<file path="config.mk">
export PLATFORM = sky130hd
export DESIGN_NAME = dtc_term_ctrl
export DESIGN_NICKNAME = d
export VERILOG_FILES = /design/src/dtc_pkg.sv /design/src/dtc_term_ctrl.sv /design/src/dtc_history.sv
export SDC_FILE = /design/constraint.sdc
export NUM_CORES = 1
export LEC_CHECK = 0
export BUFFER_PORTS_ARGS = -buffer_cell sky130_fd_sc_hd__buf_2
export CORE_MARGIN = 8
export CORE_UTILIZATION = 40
export DETAILED_ROUTE_END_ITERATION = 10
export GPL_ROUTABILITY_DRIVEN = 0
export MAX_ROUTING_LAYER = met4
export PLACE_DENSITY = 0.68
export SLEW_MARGIN = 0
export SYNTH_ARGS = -nofsm -noshare
export SYNTH_HDL_FRONTEND = slang
export SYNTH_SLANG_ARGS = --single-unit
</file>
<file path="constraint.sdc">
create_clock -name clk_sys_i -period 10.5 [get_ports clk_sys_i]
set_input_delay 1.575 -clock clk_sys_i [delete_from_list [all_inputs] [get_ports clk_sys_i]]
set_output_delay 1.575 -clock clk_sys_i [all_outputs]
set_load 0.005 [all_outputs]
</file>
<file path="src/dtc_pkg.sv">
// constants, field layouts and carrier types of the dynamic termination control
// assumes the register port and the sampled pins of the termination block
// Summary of operation
// - dynamic switching is on when either write-termination bit of mode register two is one
// - nominal strength comes from mode register one bits 9, 6 and 2
// - write strength comes from mode register two bits 10 and 9
// - outside writes the nominal strength is applied whenever termination is on
// - outside self-refresh termination turns on and off only as the control pin directs, after latency
// - on and off latency equal write latency minus two, from the registering edge
// - a write with dynamic switching selects write strength after write latency minus two
// - a chop write returns to nominal four cycles plus off latency after the command
// - a full burst write returns to nominal six cycles plus off latency after it
// - a new strength becomes valid about half a clock after its latency expires
// - pin low means off; pin high means on unless both mode fields disable it
// - the latency used is cas write latency plus additive latency minus two
// - during self-refresh termination is off and the control pin is ignored
package dtc_pkg;

   // ****************************************
   // register offsets and reset values
   // ****************************************
   localparam logic [7:0]  DTC_OFS_MODE_ONE = 8'h00;
   localparam logic [7:0]  DTC_OFS_MODE_TWO = 8'h04;
   localparam logic [7:0]  DTC_OFS_LAT_CFG  = 8'h08;
   localparam logic [7:0]  DTC_OFS_CTRL     = 8'h0c;
   localparam logic [7:0]  DTC_OFS_STATUS   = 8'h10;
   localparam logic [15:0] DTC_RST_MODE_ONE = 16'h0000;
   localparam logic [15:0] DTC_RST_MODE_TWO = 16'h0000;
   localparam logic [7:0]  DTC_RST_LAT_CFG  = 8'h05;

   // ****************************************
   // field positions
   // ****************************************
   localparam int DTC_NOM_BIT_HI  = 9;
   localparam int DTC_NOM_BIT_MID = 6;
   localparam int DTC_NOM_BIT_LO  = 2;
   localparam int DTC_WR_BIT_HI   = 10;
   localparam int DTC_WR_BIT_LO   = 9;
   localparam int DTC_CWL_LSB     = 0;
   localparam int DTC_AL_LSB      = 4;
   localparam int DTC_CTRL_SR_BIT = 0;
   localparam int DTC_SY_CLK      = 0;
   localparam int DTC_SY_PIN      = 1;
   localparam int DTC_SY_WR       = 2;
   localparam int DTC_SY_CHOP     = 3;

   // ****************************************
   // timing counts in link clock cycles
   // ****************************************
   localparam logic [4:0] DTC_LAT_OFFSET  = 5'h02;
   localparam logic [4:0] DTC_LAT_MIN     = 5'h01;
   localparam logic [2:0] DTC_HOLD_CHOP   = 3'h4;
   localparam logic [2:0] DTC_HOLD_FULL   = 3'h6;
   localparam int         DTC_MAX_LAT_DEF = 16;

   // ****************************************
   // carriers
   // ****************************************
   typedef struct packed {
      logic       wr;
      logic       rd;
      logic [7:0]  addr;
      logic [31:0] wdata;
   } dtc_bus_req_type;

   typedef struct packed {
      logic chop;
      logic write_cmd;
      logic term_pin;
      logic link_clk;
   } dtc_pins_type;

   typedef struct packed {
      logic [3:0]  sync1;
      logic [3:0]  sync2;
      logic        link_prev;
      logic [15:0] mode_one;
      logic [15:0] mode_two;
      logic [7:0]  lat_cfg;
      logic        self_refresh;
      logic [31:0] rdata;
      logic        target_on;
      logic        target_sel;
      logic [2:0]  hold_cnt;
      logic        term_on;
      logic        sel_write;
      logic [2:0]  value;
   } dtc_state_type;

endpackage

</file>
<file path="src/dtc_term_ctrl.sv">
// dynamic termination control: latency pipeline, strength selection, register port
// assumes the link clock and pins arrive from outside and are sampled by clk_sys_i
//
// Implementation choices: the placing of the registers and the plain strobed port.
`timescale 1ns/1ps
module dtc_term_ctrl
   import dtc_pkg::*;
#(
   parameter int MAX_LAT = DTC_MAX_LAT_DEF
) (
   input  wire logic            clk_sys_i,
   input  wire logic            arst_n_i,
   input  dtc_bus_req_type      bus_req_i,
   output logic     [31:0]      bus_rdata_o,
   input  dtc_pins_type         pins_i,
   output logic                 term_on_o,
   output logic                 term_sel_write_o,
   output logic     [2:0]       term_value_o
);

   localparam int HW = 3 * (MAX_LAT + 1);

   // ****************************************
   // parameter check
   // ****************************************
   if (MAX_LAT < 3 || MAX_LAT > 30) begin : g_chk
      $error("dtc_term_ctrl needs MAX_LAT between 3 and 30");
   end

   // ****************************************
   // functions
   // ****************************************
   function automatic logic [4:0] calc_lat(input logic [7:0] cfg);
      logic [4:0] sum;
      sum = 5'(cfg[DTC_CWL_LSB +: 4]) + 5'(cfg[DTC_AL_LSB +: 4]);
      if (sum <= DTC_LAT_OFFSET + DTC_LAT_MIN) begin
         return DTC_LAT_MIN;
      end
      if (sum - DTC_LAT_OFFSET > 5'(MAX_LAT)) begin
         return 5'(MAX_LAT);
      end
      return sum - DTC_LAT_OFFSET;
   endfunction

   function automatic logic [2:0] pick_entry(input logic [HW-1:0] h, input logic [4:0] idx);
      return h[int'(idx) * 3 +: 3];
   endfunction

   function automatic logic [2:0] nom_field(input logic [15:0] m);
      return {m[DTC_NOM_BIT_HI], m[DTC_NOM_BIT_MID], m[DTC_NOM_BIT_LO]};
   endfunction

   function automatic logic [1:0] wr_field(input logic [15:0] m);
      return {m[DTC_WR_BIT_HI], m[DTC_WR_BIT_LO]};
   endfunction

   // ****************************************
   // state and decoded terms
   // ****************************************
   dtc_state_type st;
   dtc_state_type next_st;

   logic            rise;
   logic            fall;
   logic            dyn_en;
   logic            term_en;
   logic [4:0]      lat;
   logic [2:0]      ent;
   logic [2:0]      sample;
   logic [HW-1:0]   hist;

   assign rise    = st.sync2[DTC_SY_CLK] & ~st.link_prev;
   assign fall    = ~st.sync2[DTC_SY_CLK] & st.link_prev;
   assign dyn_en  = |wr_field(st.mode_two);
   assign term_en = (|nom_field(st.mode_one)) | dyn_en;
   assign lat     = calc_lat(st.lat_cfg);
   // the entry at lat-1 is the sample that turns lat link cycles old at this edge
   assign ent     = pick_entry(hist, lat - DTC_LAT_MIN);
   // self-refresh blanks the pin and write samples so no pin or write sampled during it survives it
   assign sample  = {st.sync2[DTC_SY_CHOP],
                     st.sync2[DTC_SY_WR] & dyn_en & ~st.self_refresh,
                     st.sync2[DTC_SY_PIN] & ~st.self_refresh};

   dtc_history #(
      .WIDTH (3),
      .DEPTH (MAX_LAT + 1)
   ) u_hist (
      .clk_sys_i (clk_sys_i),
      .arst_n_i  (arst_n_i),
      .shift_i   (rise),
      .din_i     (sample),
      .hist_o    (hist)
   );

   // ****************************************
   // next state
   // ****************************************
   always_comb begin
      next_st = st;
      next_st.sync1     = {pins_i.chop, pins_i.write_cmd, pins_i.term_pin, pins_i.link_clk};
      next_st.sync2     = st.sync1;
      next_st.link_prev = st.sync2[DTC_SY_CLK];
      next_st.rdata     = 32'h0000_0000;

      // register port
      if (bus_req_i.wr) begin
         unique case (bus_req_i.addr)
            DTC_OFS_MODE_ONE: next_st.mode_one = bus_req_i.wdata[15:0];
            DTC_OFS_MODE_TWO: next_st.mode_two = bus_req_i.wdata[15:0];
            DTC_OFS_LAT_CFG:  next_st.lat_cfg  = bus_req_i.wdata[7:0];
            DTC_OFS_CTRL:     next_st.self_refresh = bus_req_i.wdata[DTC_CTRL_SR_BIT];
            default: ;
         endcase
      end
      if (bus_req_i.rd) begin
         unique case (bus_req_i.addr)
            DTC_OFS_MODE_ONE: next_st.rdata = {16'h0000, st.mode_one};
            DTC_OFS_MODE_TWO: next_st.rdata = {16'h0000, st.mode_two};
            DTC_OFS_LAT_CFG:  next_st.rdata = {24'h00_0000, st.lat_cfg};
            DTC_OFS_CTRL:     next_st.rdata = {31'h0000_0000, st.self_refresh};
            DTC_OFS_STATUS:   next_st.rdata = {22'h00_0000, lat, st.value, st.sel_write, st.term_on};
            default:          next_st.rdata = 32'h0000_0000;
         endcase
      end

      // targets move on the link rising edge that ends the latency
      if (rise) begin
         next_st.target_on = ent[0] & term_en;
         if (ent[1]) begin
            next_st.target_sel = 1'b1;
            next_st.hold_cnt   = ent[2] ? DTC_HOLD_CHOP : DTC_HOLD_FULL;
         end else if (st.hold_cnt != 3'h0) begin
            next_st.hold_cnt = st.hold_cnt - 3'h1;
            if (st.hold_cnt == 3'h1) begin
               next_st.target_sel = 1'b0;
            end
         end
      end

      // applied half a link cycle later, on the falling edge
      if (fall) begin
         next_st.term_on   = st.target_on;
         next_st.sel_write = st.target_sel;
      end

      if (st.self_refresh) begin
         next_st.target_on = 1'b0;
         next_st.term_on   = 1'b0;
      end

      next_st.value = st.sel_write ? {1'b0, wr_field(st.mode_two)}
                                   : nom_field(st.mode_one);
   end

   always_ff @(posedge clk_sys_i or negedge arst_n_i) begin
      if (!arst_n_i) begin
         st          <= '0;
         st.mode_one <= DTC_RST_MODE_ONE;
         st.mode_two <= DTC_RST_MODE_TWO;
         st.lat_cfg  <= DTC_RST_LAT_CFG;
      end else begin
         st <= next_st;
      end
   end

   assign bus_rdata_o      = st.rdata;
   assign term_on_o        = st.term_on;
   assign term_sel_write_o = st.sel_write;
   assign term_value_o     = st.value;
endmodule

</file>
<file path="src/dtc_history.sv">
// shift history of per-link-cycle samples, newest in the lowest slot
// assumes shift_i is a one-cycle pulse on each link clock rising edge
`timescale 1ns/1ps
module dtc_history
   import dtc_pkg::*;
#(
   parameter int WIDTH = 3,
   parameter int DEPTH = DTC_MAX_LAT_DEF
) (
   input  wire logic                   clk_sys_i,
   input  wire logic                   arst_n_i,
   input  wire logic                   shift_i,
   input  wire logic [WIDTH-1:0]       din_i,
   output logic      [WIDTH*DEPTH-1:0] hist_o
);

   typedef struct packed {
      logic [WIDTH*DEPTH-1:0] vec;
   } dtc_hist_state_type;

   dtc_hist_state_type st;
   dtc_hist_state_type next_st;

   if (WIDTH < 1 || DEPTH < 2) begin : g_chk
      $error("dtc_history needs WIDTH of one or more and DEPTH of two or more");
   end

   always_comb begin
      next_st = st;
      if (shift_i) begin
         next_st.vec = {st.vec[WIDTH*(DEPTH-1)-1:0], din_i};
      end
   end

   always_ff @(posedge clk_sys_i or negedge arst_n_i) begin
      if (!arst_n_i) begin
         st <= '0;
      end else begin
         st <= next_st;
      end
   end

   assign hist_o = st.vec;

endmodule

</file>
==> flow_summary.json <==
{
  "synth_most_common_cell": "dfrtp_1",
  "worst_slew_pin_slew_ps": 867.6,
  "slew_violations": 0,
  "syn_inst": 440,
  "fmax_ghz": 0.2486,
  "nNetsFinal": 537,
  "min_path_type": "reg -> reg",
  "synth_top_area_share_pct": 51.67,
  "yosys-top-cells-area": "dfrtp_1 (52%), mux2_2 (18%), buf_4 (4.6%), mux4_2 (3.0%), mux2i_1 (2.0%)",
  "post_drt_wl_per_cell_um": 17.64,
  "synth_ff_type": "dfrtp_1",
  "tns_ps": 0,
  "start_util_pct": 40.81,
  "maxCapViolCount": 0,
  "finalCritPeriodShare_pct": 38.31,
  "cts_resized": 0,
  "totalWireLength_um": 11930,
  "cp.arrival_ps": 4320,
  "final-seq-area_um2": 3105,
  "rows": 44,
  "drc": 0,
  "synth-seq-cells": 124,
  "cp-start-kind": "flip-flop",
  "timing_hold_violations_final": 0,
  "crit_start": "st[43]$_DFFE_PN1P_",
  "diodes": 0,
  "port-buffer-count": 52,
  "syn_area_per_cell_um2": 13.43,
  "synth_edf_count": 0,
  "core_area_um2": 14480,
  "grt_max_degree": 71,
  "dpl.hpwl_um": 8125,
  "ys_types": 53,
  "end_kind": "flip-flop",
  "postCtsSetupBuffers": 0,
  "setup_viol": 0,
  "ir_drop_mv": 0.1436,
  "fin_util_pct": 46.81,
  "yosys_warnings": 0,
  "vias": 3562,
  "die_y_um": 137.5,
  "viasPerCell": 5.269,
  "cts_max_level": 4,
  "leakagePower_nw": 3.293,
  "synth_common_cells": "dfrtp_1 (122), mux2_2 (97), buf_4 (36), nor2_1 (26), nand2_1 (17)",
  "antenna_found_initial": 0,
  "relSlewSlack_pct": 42.16,
  "cts_root_buffer": "clkbuf_16",
  "die_area_um2": 18920,
  "drive_above_1_share_pct": 42.48,
  "ys_seq_area_share_pct": 52.56,
  "worst_r2r_startpoint": "st[43]$_DFFE_PN1P_",
  "cts_sinks": 124,
  "multi_input_comb_area_um2": 2491,
  "cellPowerDensity_nw_per_um2": 211.1,
  "cts_tree": "built",
  "grt_pass1_wl_um": 19600,
  "yosys.area.top_type": "dfrtp_1",
  "clkSlewWorstSetupHoldPaths_ps": 60,
  "cp.required_ps": 10790,
  "synthArstFlopShare_pct": 100.0,
  "synthesis.area_um2": 5908,
  "min_period_ps": 4023,
  "grt_overflow_total": 0,
  "die_x_um": 137.5,
  "postCtsHoldBufs": 0,
  "status": "complete, no violations",
  "fillers": 1246,
  "io_pins": 85,
  "area_growth_pct": 14.72,
  "cts_made_buffers": 17,
  "grt_pass1_vias": 3819,
  "grt_setup_unrepaired": "false",
  "drt.antenna.violating_nets": 0,
  "ctsLongestPathBuffers": 2,
  "critical_path_class": "reg -> reg",
  "skew_ps": 7.657,
  "worst_skew_pair.late_latency_ps": 400,
  "hold_start": "next_st[85]$_DFF_PN0_",
  "drt_iter0_drc": 235,
  "cp_max_fo": 14,
  "detailedRoute.firstPassIterationCount": 6,
  "grt_usage_pct": 13.66
}
where the power goes:
| part | switching, W | leakage, nW | internal [W] |
|---|---|---|---|
| clock network | 0.000210 | 0.300 | 0.000387 |
| logic | 0.000101 | 1.35 | 0.000130 |
| registers | 0.0000519 | 1.65 | 0.000551 |
state kept, by name, indices dropped and copies added, names as in the netlist:
signal            count
bus_rdata_o          16
next_st               5
sample                1
st                   49
term_on_o             1
term_sel_write_o      1
term_value_o          3
u_hist.hist_o        48
metrics by stage:
step | instance area, um^2 | hold slack, ps | power, W | setup slack [ps] | cells
final | 6778 | 347.9 | 0.001431 | 6477 | 676
after global placement | 6161 | 334.7 | 0.0008276 | 6510 | 644
after CTS | 6778 | 347.1 | 0.001448 | 6430 | 676
after floorplan | 5964 | 331.2 | 0.0007779 | 6905 | 455
after global routing | 6778 | 359.2 | 0.001505 | 6190 | 676
after detailed placement | 6161 | 334.7 | 0.0008449 | 6435 | 644
critical path, stage by stage (launching register included):
cell and delay, ps:
dfstp_2 530, ha_1 220, fa_1 360, nand3_1 160, and2_1 210, a2bb2oi_1 190
o21a_2 500, ha_1 570, mux4_1 400, mux2i_1 180, mux2i_2 150, a211o_1 310
o211a_1 120
cell usage in the layout, fill, tap and decap left out, types with 4 or more instances in the layout:
cell type,instances
dfrtp_1,122
mux2_2,97
buf_2,51
nor2_1,26
nand2_1,17
clkbuf_16,17
conb_1,16
mux2i_1,12
a22oi_1,10
ha_1,9
mux4_2,8
inv_1,7
a21oi_1,7
o21ai_0,7
a222oi_1,7
buf_4,7
nor3_1,6
mux4_1,4
final cells by class:
| cell class | instances | area share [%] |
|---|---|---|
| Sequential cell | 124 | 45.82 |
| Multi-Input combinational cell | 271 | 36.75 |
| Clock buffer | 19 | 6.683 |
| Timing Repair Buffer | 58 | 4.541 |
| Tap cell | 184 | 3.397 |
| Clock inverter | 13 | 2.418 |
| Inverter | 7 | 0.3877 |
cell families (layout without fill, tap and decap cells):
family | Yosys count | after routing | share of synthesized area [%]
DFF | 124 | 124 | 52.56
buffers and inverters | 60 | 97 | 6.269
and+or+nand+nor | 70 | 70 | 5.739
other | 1 | 16 | 0.06347
AOI/OAI and AO/OA | 47 | 47 | 5.887
adders and majority gates | 10 | 10 | 2.245
xor gates and xnor gates | 6 | 6 | 1.652
muxes | 122 | 122 | 25.58
final timing paths:
path                       depth (start not counted)  slack [ps]                            end
setup reg to reg                                  12        6480              st[6]$_DFFE_PN0P_
setup / recovery                                  12        6480              st[6]$_DFFE_PN0P_
hold / removal                                     0         350               st[85]$_DFF_PN0_
hold reg to reg                                    0         350               st[85]$_DFF_PN0_
max in group asynchronous                          2        7970       bus_rdata_o[7]$_DFF_PN0_
min in group asynchronous                          1        1200  u_hist.hist_o[16]$_DFFE_PN0P_
routing by layer:
layer  wire length, um  GRT usage, %
met1              5009         16.23
met2              6055         22.31
met3               744         3.611
met4               116         4.164
met5                 0             -
Note: power is estimated with default switching activity, not from simulation.
